===== src/verilog/port_pkg.sv =====
// Constants, field layouts and carrier types shared by the parallel port front end.
package port_pkg;
    // ----------------------------------------------------------------
    // Timing
    // ----------------------------------------------------------------
    localparam int unsigned CLK_PERIOD_NS = 25;
    localparam int unsigned DELAY1_NS = 1000;
    localparam logic [7:0] DELAY1_RST = 8'((DELAY1_NS + CLK_PERIOD_NS - 1) / CLK_PERIOD_NS);
    localparam logic [7:0] TDC0_RST = 8'h00;

    // ----------------------------------------------------------------
    // Address map
    // ----------------------------------------------------------------
    localparam logic [31:0] BLK_DMA = 32'h0010_1000;
    localparam logic [31:0] BLK_SLV = 32'h0010_2000;
    localparam logic [31:0] BLK_DRST = 32'h0010_3000;
    localparam logic [3:0][31:0] CHIP_BASE = {32'hf180_0000, 32'hf100_0000,
                                              32'hf080_0000, 32'hf000_0000};
    localparam logic [2:0] SLV_DATA = 3'h0;
    localparam logic [2:0] SLV_STATUS = 3'h1;
    localparam logic [2:0] SLV_DEVCTL = 3'h2;
    localparam logic [2:0] SLV_MODE = 3'h4;
    localparam logic [2:0] SLV_IECTL = 3'h5;
    localparam logic [2:0] SLV_TDC0 = 3'h6;
    localparam logic [2:0] SLV_DELAY1 = 3'h7;
    localparam int unsigned SLV_HI_BIT = 11;

    // ----------------------------------------------------------------
    // Fields and reset values
    // ----------------------------------------------------------------
    localparam int unsigned DC_STROBE = 0;
    localparam int unsigned DC_AUTOFD = 1;
    localparam int unsigned DC_INIT = 2;
    localparam int unsigned DC_SLIN = 3;
    localparam int unsigned DC_NWRRD = 5;
    localparam logic [5:0] DEVCTL_RST = 6'h03;
    localparam logic [7:0] DEVCTL_RD_ONES = 8'hc0;
    localparam int unsigned MC_BIDEN = 4;
    localparam int unsigned MC_MODE0 = 5;
    localparam int unsigned MC_MODE1 = 6;
    localparam logic [7:0] MODE_WMASK = 8'hf8;
    localparam logic [7:0] IECTL_WMASK = 8'hbf;
    localparam logic [7:0] STATUS_ONES = 8'h07;

    // ----------------------------------------------------------------
    // Data path
    // ----------------------------------------------------------------
    localparam int unsigned DATA_W = 8;
    localparam int unsigned FIFO_DEPTH = 8;

    typedef struct packed {
        logic [31:0] addr;
        logic [3:0] be;
        logic [31:0] wdata;
        logic wr;
        logic rd;
    } host_req_t;

    typedef enum logic [3:0] {
        HS_IDLE = 4'b0001,
        HS_SETUP = 4'b0010,
        HS_PULSE = 4'b0100,
        HS_WAIT = 4'b1000
    } hs_state_t;
endpackage : port_pkg


===== src/verilog/byte_fifo.sv =====
// Small synchronous FIFO with valid/ready on both sides and a flush.
`timescale 1ns/1ps
`default_nettype none
module byte_fifo #(
    parameter int unsigned WIDTH = 8,
    parameter int unsigned DEPTH = 8
) (
    input wire logic core_clk,
    input wire logic rstn,
    input wire logic ce,
    input wire logic flush,
    input wire logic in_valid,
    input wire logic [WIDTH-1:0] in_data,
    output logic in_ready,
    output logic out_valid,
    output logic [WIDTH-1:0] out_data,
    input wire logic out_ready
);
    localparam int unsigned AW = $clog2(DEPTH);

    logic [WIDTH-1:0] mem_reg [DEPTH];
    logic [AW-1:0] wr_ptr_reg;
    logic [AW-1:0] rd_ptr_reg;
    logic [AW:0] count_reg;
    logic push;
    logic pop;

    assign in_ready = (count_reg != (AW+1)'(DEPTH)) && !flush;
    assign out_valid = (count_reg != '0) && !flush;
    assign out_data = mem_reg[rd_ptr_reg];
    assign push = ce && in_valid && in_ready;
    assign pop = ce && out_valid && out_ready;

    function automatic logic [AW-1:0] bump(input logic [AW-1:0] p);
        return (p == AW'(DEPTH - 1)) ? '0 : p + AW'(1);
    endfunction : bump

    always_ff @(posedge core_clk) begin
        if (push) begin
            mem_reg[wr_ptr_reg] <= in_data;
        end
    end

    always_ff @(posedge core_clk or negedge rstn) begin
        if (!rstn) begin
            wr_ptr_reg <= '0;
            rd_ptr_reg <= '0;
            count_reg <= '0;
        end else if (ce) begin
            if (flush) begin
                wr_ptr_reg <= '0;
                rd_ptr_reg <= '0;
                count_reg <= '0;
            end else begin
                if (push) begin
                    wr_ptr_reg <= bump(wr_ptr_reg);
                end
                if (pop) begin
                    rd_ptr_reg <= bump(rd_ptr_reg);
                end
                if (push && !pop) begin
                    count_reg <= count_reg + (AW+1)'(1);
                end else if (pop && !push) begin
                    count_reg <= count_reg - (AW+1)'(1);
                end
            end
        end
    end
endmodule : byte_fifo
`default_nettype wire


===== src/verilog/par_port.sv =====
// Parallel port front end: block decode, lane routing, reset state and output handshake.
`timescale 1ns/1ps
`default_nettype none
module par_port (
    input wire logic core_clk,
    input wire logic rstn,
    input wire logic ce,
    input wire logic [1:0] space_sel,
    input wire port_pkg::host_req_t host_req,
    output logic [31:0] host_rdata,
    output logic host_rvalid,
    output logic host_wr_ready,
    input wire logic dma_active,
    input wire logic dma_valid,
    input wire logic [7:0] dma_data,
    output logic dma_ready,
    input wire logic [7:0] pd_in,
    output logic [7:0] pd_out,
    output logic pd_oe,
    output logic strobe_line,
    output logic autofeed_direction_line,
    output logic init_line,
    output logic select_in_line,
    input wire logic busy_line,
    input wire logic ack_n_line,
    input wire logic paper_end_line,
    input wire logic select_line,
    input wire logic error_n_line
);
    // ----------------------------------------------------------------
    // Block decode
    // ----------------------------------------------------------------
    function automatic logic block_hit(input logic [31:0] a, input logic [31:0] chip,
                                       input logic [31:0] blk);
        logic [31:0] b;
        b = chip | blk;
        return a[31:12] == b[31:12];
    endfunction : block_hit

    logic [31:0] chip;
    logic hit_slv;
    logic hit_dma;
    logic hit_drst;
    logic slv_hi;
    logic soft_rst;
    logic dma_rst;
    logic [7:0] slv_wr;
    logic [7:0] slv_wd [8];
    logic [3:0] dma_wr;

    assign chip = port_pkg::CHIP_BASE[space_sel];
    assign hit_slv = block_hit(host_req.addr, chip, port_pkg::BLK_SLV);
    assign hit_dma = block_hit(host_req.addr, chip, port_pkg::BLK_DMA);
    assign hit_drst = block_hit(host_req.addr, chip, port_pkg::BLK_DRST);
    assign slv_hi = host_req.addr[port_pkg::SLV_HI_BIT];
    assign soft_rst = ce && host_req.wr && hit_slv && !slv_hi && (|host_req.be);
    assign dma_rst = ce && host_req.wr && hit_drst && (|host_req.be);

    // Each lane lands on the register at its own byte address: sparse decode means
    // bit 2 of the word address plus the lane picks one of eight slave registers.
    always_comb begin
        slv_wr = '0;
        dma_wr = '0;
        slv_wd = '{default: 8'h00};
        for (int i = 0; i < 4; i++) begin
            if (ce && host_req.wr && host_req.be[i]) begin
                if (hit_slv && slv_hi) begin
                    slv_wr[{host_req.addr[2], 2'(i)}] = 1'b1;
                    slv_wd[{host_req.addr[2], 2'(i)}] = host_req.wdata[8*i +: 8];
                end
                if (hit_dma) begin
                    dma_wr[i] = 1'b1;
                end
            end
        end
    end

    // ----------------------------------------------------------------
    // Slave registers
    // ----------------------------------------------------------------
    logic [5:0] devctl_reg;
    logic [7:0] mode_reg;
    logic [7:0] iectl_reg;
    logic [7:0] tdc0_reg;
    logic [7:0] second_timing_delay_counter_reg;
    logic out_dir;

    // Status (index 1) and the unused index 3 get a write strobe from the decode, but no register uses it.
    always_ff @(posedge core_clk or negedge rstn) begin
        if (!rstn) begin
            devctl_reg <= port_pkg::DEVCTL_RST;
        end else if (soft_rst) begin
            devctl_reg[5:4] <= '0;
        end else if (slv_wr[port_pkg::SLV_DEVCTL]) begin
            devctl_reg <= slv_wd[port_pkg::SLV_DEVCTL][5:0];
        end
    end

    always_ff @(posedge core_clk or negedge rstn) begin
        if (!rstn) begin
            mode_reg <= '0;
            iectl_reg <= '0;
            tdc0_reg <= port_pkg::TDC0_RST;
            second_timing_delay_counter_reg <= port_pkg::DELAY1_RST;
        end else if (soft_rst) begin
            mode_reg <= '0;
            iectl_reg <= '0;
            tdc0_reg <= port_pkg::TDC0_RST;
            second_timing_delay_counter_reg <= port_pkg::DELAY1_RST;
        end else begin
            if (slv_wr[port_pkg::SLV_MODE]) begin
                mode_reg <= slv_wd[port_pkg::SLV_MODE] & port_pkg::MODE_WMASK;
            end
            if (slv_wr[port_pkg::SLV_IECTL]) begin
                iectl_reg <= slv_wd[port_pkg::SLV_IECTL] & port_pkg::IECTL_WMASK;
            end
            if (slv_wr[port_pkg::SLV_TDC0]) begin
                tdc0_reg <= slv_wd[port_pkg::SLV_TDC0];
            end
            if (slv_wr[port_pkg::SLV_DELAY1]) begin
                second_timing_delay_counter_reg <= slv_wd[port_pkg::SLV_DELAY1];
            end
        end
    end

    assign out_dir = !mode_reg[port_pkg::MC_BIDEN] || !devctl_reg[port_pkg::DC_NWRRD];

    // ----------------------------------------------------------------
    // DMA registers, aliased by lane
    // ----------------------------------------------------------------
    logic [7:0] dma_reg [4];

    always_ff @(posedge core_clk or negedge rstn) begin
        if (!rstn) begin
            dma_reg <= '{default: 8'h00};
        end else if (dma_rst || soft_rst) begin
            dma_reg <= '{default: 8'h00};
        end else begin
            for (int i = 0; i < 4; i++) begin
                if (dma_wr[i]) begin
                    dma_reg[i] <= host_req.wdata[8*i +: 8];
                end
            end
        end
    end

    // ----------------------------------------------------------------
    // Outbound FIFO
    // ----------------------------------------------------------------
    logic host_push;
    logic fifo_in_valid;
    logic [7:0] fifo_in_data;
    logic fifo_in_ready;
    logic fifo_out_valid;
    logic [7:0] fifo_out_data;
    logic fifo_pop;

    // Host data writes are dropped while DMA owns the port; a full FIFO also drops
    // them, so software should watch host_wr_ready before each byte.
    assign host_push = slv_wr[port_pkg::SLV_DATA] && !dma_active && out_dir;
    assign fifo_in_valid = dma_active ? dma_valid : host_push;
    assign fifo_in_data = dma_active ? dma_data : slv_wd[port_pkg::SLV_DATA];
    assign dma_ready = dma_active && fifo_in_ready;
    assign host_wr_ready = !dma_active && fifo_in_ready;

    byte_fifo #(.WIDTH(port_pkg::DATA_W), .DEPTH(port_pkg::FIFO_DEPTH)) byte_fifo_i (
        .core_clk(core_clk),
        .rstn(rstn),
        .ce(ce),
        .flush(soft_rst),
        .in_valid(fifo_in_valid),
        .in_data(fifo_in_data),
        .in_ready(fifo_in_ready),
        .out_valid(fifo_out_valid),
        .out_data(fifo_out_data),
        .out_ready(fifo_pop)
    );

    // ----------------------------------------------------------------
    // Output handshake engine
    // ----------------------------------------------------------------
    port_pkg::hs_state_t hs_reg;
    logic [7:0] cnt_reg;
    logic [7:0] pd_out_reg;
    logic ack_seen_reg;
    logic use_ack;
    logic use_busy;
    logic hs_done;

    assign fifo_pop = (hs_reg == port_pkg::HS_IDLE) && out_dir && !soft_rst;
    assign use_ack = mode_reg[port_pkg::MC_MODE0] || !mode_reg[port_pkg::MC_MODE1];
    assign use_busy = mode_reg[port_pkg::MC_MODE1];
    assign hs_done = (!use_ack || ack_seen_reg) && (!use_busy || !busy_line);

    always_ff @(posedge core_clk or negedge rstn) begin
        if (!rstn) begin
            hs_reg <= port_pkg::HS_IDLE;
            cnt_reg <= '0;
        end else if (soft_rst) begin
            hs_reg <= port_pkg::HS_IDLE;
            cnt_reg <= '0;
        end else if (ce) begin
            case (hs_reg)
                port_pkg::HS_IDLE: begin
                    if (fifo_pop && fifo_out_valid) begin
                        hs_reg <= port_pkg::HS_SETUP;
                        cnt_reg <= second_timing_delay_counter_reg;
                    end
                end
                port_pkg::HS_SETUP: begin
                    if (cnt_reg == 8'h00) begin
                        hs_reg <= port_pkg::HS_PULSE;
                        cnt_reg <= second_timing_delay_counter_reg;
                    end else begin
                        cnt_reg <= cnt_reg - 8'h01;
                    end
                end
                port_pkg::HS_PULSE: begin
                    if (cnt_reg == 8'h00) begin
                        hs_reg <= port_pkg::HS_WAIT;
                    end else begin
                        cnt_reg <= cnt_reg - 8'h01;
                    end
                end
                port_pkg::HS_WAIT: begin
                    if (hs_done) begin
                        hs_reg <= port_pkg::HS_IDLE;
                    end
                end
                default: begin
                    hs_reg <= port_pkg::HS_IDLE;
                end
            endcase
        end
    end

    always_ff @(posedge core_clk or negedge rstn) begin
        if (!rstn) begin
            pd_out_reg <= '0;
            ack_seen_reg <= 1'b0;
        end else if (ce) begin
            if (fifo_pop && fifo_out_valid) begin
                pd_out_reg <= fifo_out_data;
            end
            if (hs_reg == port_pkg::HS_IDLE || soft_rst) begin
                ack_seen_reg <= 1'b0;
            end else if (!ack_n_line) begin
                ack_seen_reg <= 1'b1;
            end
        end
    end

    assign pd_out = pd_out_reg;
    assign pd_oe = out_dir;
    assign strobe_line = devctl_reg[port_pkg::DC_STROBE] && (hs_reg != port_pkg::HS_PULSE);
    assign autofeed_direction_line = devctl_reg[port_pkg::DC_AUTOFD];
    assign init_line = devctl_reg[port_pkg::DC_INIT];
    assign select_in_line = devctl_reg[port_pkg::DC_SLIN];

    // ----------------------------------------------------------------
    // Read path
    // ----------------------------------------------------------------
    logic [7:0] slv_rd [8];
    logic [31:0] rdata_next;

    always_comb begin
        slv_rd[port_pkg::SLV_DATA] = out_dir ? pd_out_reg : pd_in;
        slv_rd[port_pkg::SLV_STATUS] = {!busy_line, ack_n_line, paper_end_line, select_line,
                                        error_n_line, 3'b000} | port_pkg::STATUS_ONES;
        slv_rd[port_pkg::SLV_DEVCTL] = {2'b00, devctl_reg} | port_pkg::DEVCTL_RD_ONES;
        slv_rd[3] = 8'h00;
        slv_rd[port_pkg::SLV_MODE] = mode_reg;
        slv_rd[port_pkg::SLV_IECTL] = iectl_reg;
        slv_rd[port_pkg::SLV_TDC0] = tdc0_reg;
        slv_rd[port_pkg::SLV_DELAY1] = second_timing_delay_counter_reg;
        rdata_next = '0;
        for (int i = 0; i < 4; i++) begin
            if (hit_slv && slv_hi) begin
                rdata_next[8*i +: 8] = slv_rd[{host_req.addr[2], 2'(i)}];
            end else if (hit_dma) begin
                rdata_next[8*i +: 8] = dma_reg[i];
            end
        end
    end

    always_ff @(posedge core_clk or negedge rstn) begin
        if (!rstn) begin
            host_rdata <= '0;
            host_rvalid <= 1'b0;
        end else if (ce) begin
            host_rvalid <= host_req.rd;
            if (host_req.rd) begin
                host_rdata <= rdata_next;
            end
        end
    end
endmodule : par_port
`default_nettype wire


===== config.mk =====
export PLATFORM = sky130hd
export DESIGN_NAME = par_port
export DESIGN_NICKNAME = d
export VERILOG_FILES = /design/src/verilog/port_pkg.sv /design/src/verilog/byte_fifo.sv /design/src/verilog/par_port.sv
export SDC_FILE = /design/constraint.sdc
export NUM_CORES = 1
export LEC_CHECK = 0
export ABC_AREA = 1
export BUFFER_PORTS_ARGS = -buffer_cell sky130_fd_sc_hd__clkbuf_2
export CAP_MARGIN = 20
export CORE_ASPECT_RATIO = 0.75
export CORE_MARGIN = 3
export CORE_UTILIZATION = 61
export CTS_CLUSTER_SIZE = 40
export DETAILED_ROUTE_END_ITERATION = 8
export PLACE_DENSITY = 0.91
export SKIP_CTS_REPAIR_TIMING = 1
export SLEW_MARGIN = 5
export SYNTH_ARGS = -nofsm -noshare
export SYNTH_HDL_FRONTEND = slang
export SYNTH_SLANG_ARGS = --single-unit

===== constraint.sdc =====
create_clock -name core_clk -period 4.7 [get_ports core_clk]
set_input_delay 0.94 -clock core_clk [delete_from_list [all_inputs] [get_ports core_clk]]
set_output_delay 0.94 -clock core_clk [all_outputs]
set_load 0.05 [all_outputs]

==> flow_summary.toml <==
[detailed_routing]
firstDrtPassIters = 6
vias = 8032
wl_per_cell_microns = 18.0
wl_mm = 24.8
via_per_inst = 5.83
antenna_left = 0
post-route-drc-count = 0
drt_iter0_drc = 936

[die]
die-area_sq_um = 16500
rows = 38
die_y_microns = 112
die_x_microns = 148
core_area_sq_um = 14600
io_pins = 146
start_util_pct = 62.8

[clocking]
cts_tree = "yes"
cts_root_buffer = "clkbuf_16"
cts_made_buffers = 17
path_clk_slew_ns = 0.07
numClockSinks = 194
clockBufferDepth = 2
insertion_delay_ns = 0.43
htree_num_levels = 4

[global_route]
grt_pass1_wl_mm = 39.9
grt_overflow = 0
grtUsageTotal_pct = 30.8
antenna_found_initial = 1
grt_pass1_vias = 7842
grt_max_degree = 76

[power]
p_leak_nw = 5.08
powerDensity_nw_per_um2 = 472
ir_worst_vdd_uv = 291

[logic_synthesis]
syn_nets = 1139
synth_cells = 1032
ys.flop_type = "dfrtp_1"
synth_top_area_share_pct = 34.1
seq_area_frac_synth_pct = 56.6
synth_edf_count = 64
syn_area_per_cell_sq_um = 8.88
ys_ff_latch = 194
synth.distinct_cells = 46
synth.top_cells.by_area = "dfrtp_1 (34%), edfxtp_1 (21%), nand2_1 (12%), o21ai_0 (4.5%), inv_1 (3.9%)"
synth_commonest_cells = "nand2_1 (298), dfrtp_1 (125), inv_1 (94), nor2_1 (94), o21ai_0 (82)"
synth_area_sq_um = 9160
yosysMostFrequentCell = "nand2_1"
ys_warn_count = 0
synth_top_area_cell = "dfrtp_1"
async_flop_share_pct = 67.0

[sta]
report.final.slew_viol_count = 0
slew_headroom_pct = 36.0
finalCriticalPeriod_ns = 3.28
setup_viol = 0
holdWs_ns = 0.476
grt_setup_unrepaired = "false"
finClkSkew_ns = 0.00968
max_clock_freq_ghz = 0.305
worst_slew_pin_slew_ns = 0.959
hold_viol = 0
setup_tns_ns = 0
period_share_pct = 69.8

[layout]
antenna_cells = 0
stdcell_count = 1377
nFillCells = 1024
drive_above_1_share_pct = 19.5
regArea_sq_um = 5180
multi_input_area_sq_um = 3370
final_util_pct = 72.4
largest_reg_flops = 64
nNetsFinal = 1271
area_growth_pct = 15.3

[place]
hpwl_mm = 16.8
io_buffer_count = 135
place_congestion = 0.914
dp_cells = 1345

[critical_path]
critical_path_depth = 20
path_cells = "clkbuf_2, inv_1, nand2_1, nor2_1, nand2_1, nor2_2, nand2_4, nor2_8, nand4_1, nand2_2, nand2_2, inv_1, ha_1, inv_1, ha_1, a21oi_1, nand2_1, xor2_1, a21oi_1, a21oi_1"
critPathCapture = "byte_fifo_i.count_reg[3]"
cpMaxStageDelayCell = "ha_1"
max_stage_delay_ns = 0.32
reg2reg_from = "devctl_reg[5]"
timing.critical_path.buf_inv = 4
reg2reg_to = "byte_fifo_i.count_reg[3]"
worstPathArrival_ns = 3.59
path_delay_family = "simple AND/OR/NAND/NOR gates"
worst_ep_required_time_ns = 5.01
crit_type = "in2reg"
rr_worst_depth = 13
crit_start = "host_req[55]"
critPathLaunchType = "input port"
rrSetupSlack_ns = 1.70
end_kind = "register"
worst-path-max-fanout = 12

[outcome]
status = "completed"

[min_path]
hold_class = "reg2reg"

[job]
drv_cap = 0
per-layer routing:
metal / routed length [microns] / up-vias / part of all wire (%) / global-route usage, %
met2: 11200 / 489 / 45 / 47.2
met3: 2980 / 85 / 12 / 9.48
met1: 9670 / 3793 / 39 / 41.2
met4: 973 / 2 / 3.9 / 13.7
li1: - / 3663 / - / -
met5: 13 / - / 0.052 / 0
stage by stage:
stage / worst slack, ns / total power, mW / instance area (sq um)
after global placement: 1.17 / 3.49 / 10000
final: 1.42 / 4.98 / 10600
after global routing: 1.28 / 5.23 / 10600
after floorplan: 1.51 / 3.17 / 9160
after CTS: 1.51 / 4.96 / 10600
after detailed placement: 1.06 / 3.56 / 10000
worst min-delay path, delay by kind of cell (launching register included):
| kind | cells | cell delay (ns) |
|---|---|---|
| flip-flops | 1 | 0.34 |
| AND/OR/NAND/NOR | 2 | 0.10 |
how the worst min path moves through the flow:
stage	to	depth (start not counted)	startpoint	slack [ns]
after floorplan	dma_reg[11]	2	dma_reg[11]	0.44
after detailed placement	dma_reg[20]	2	dma_reg[20]	0.46
final	dma_reg[15]	2	dma_reg[15]	0.48
after CTS	dma_reg[17]	2	dma_reg[17]	0.48
after global placement	dma_reg[20]	2	dma_reg[20]	0.45
after global routing	dma_reg[23]	2	dma_reg[23]	0.50
area by class of cell:
| type | count | share of cell area, % |
|---|---|---|
| clock buffers | 22 | 4.41 |
| clock inverters | 10 | 0.948 |
| inverters | 112 | 3.99 |
| multi-input cells | 692 | 32.0 |
| flip-flops and latches | 194 | 49.1 |
| well taps | 200 | 2.37 |
| repair buffers | 147 | 7.27 |
layout by cell type (no fill, tap or decap), types with 17 or more instances in the layout:
cell / instances
nor2_1: 94
edfxtp_1: 64
clkbuf_2: 135
o21ai_1: 42
inv_1: 94
nand3_1: 39
o21ai_0: 82
dfrtp_1: 125
clkbuf_16: 17
nand2_1: 298
a31oi_1: 18
power by group:
part / internal (mW) / switching [mW]
Combinational: 0.445 / 1.04
Sequential: 1.92 / 0.166
Clock: 0.769 / 0.635
Total: 3.14 / 1.84
logic make-up (layout without fill, tap and decap cells):
logic type	Yosys count	count (layout)	synth area share [%]
AO/OA/AOI/OAI	192	192	11.8
XOR/XNOR	8	8	0.765
buffers and inverters	146	291	6.60
adder cells (fa/ha/maj)	9	9	1.31
multiplexers	1	1	0.123
flip-flops	194	194	56.6
AND/OR/NAND/NOR	482	482	22.9
Power figures use the tool's default switching activity.
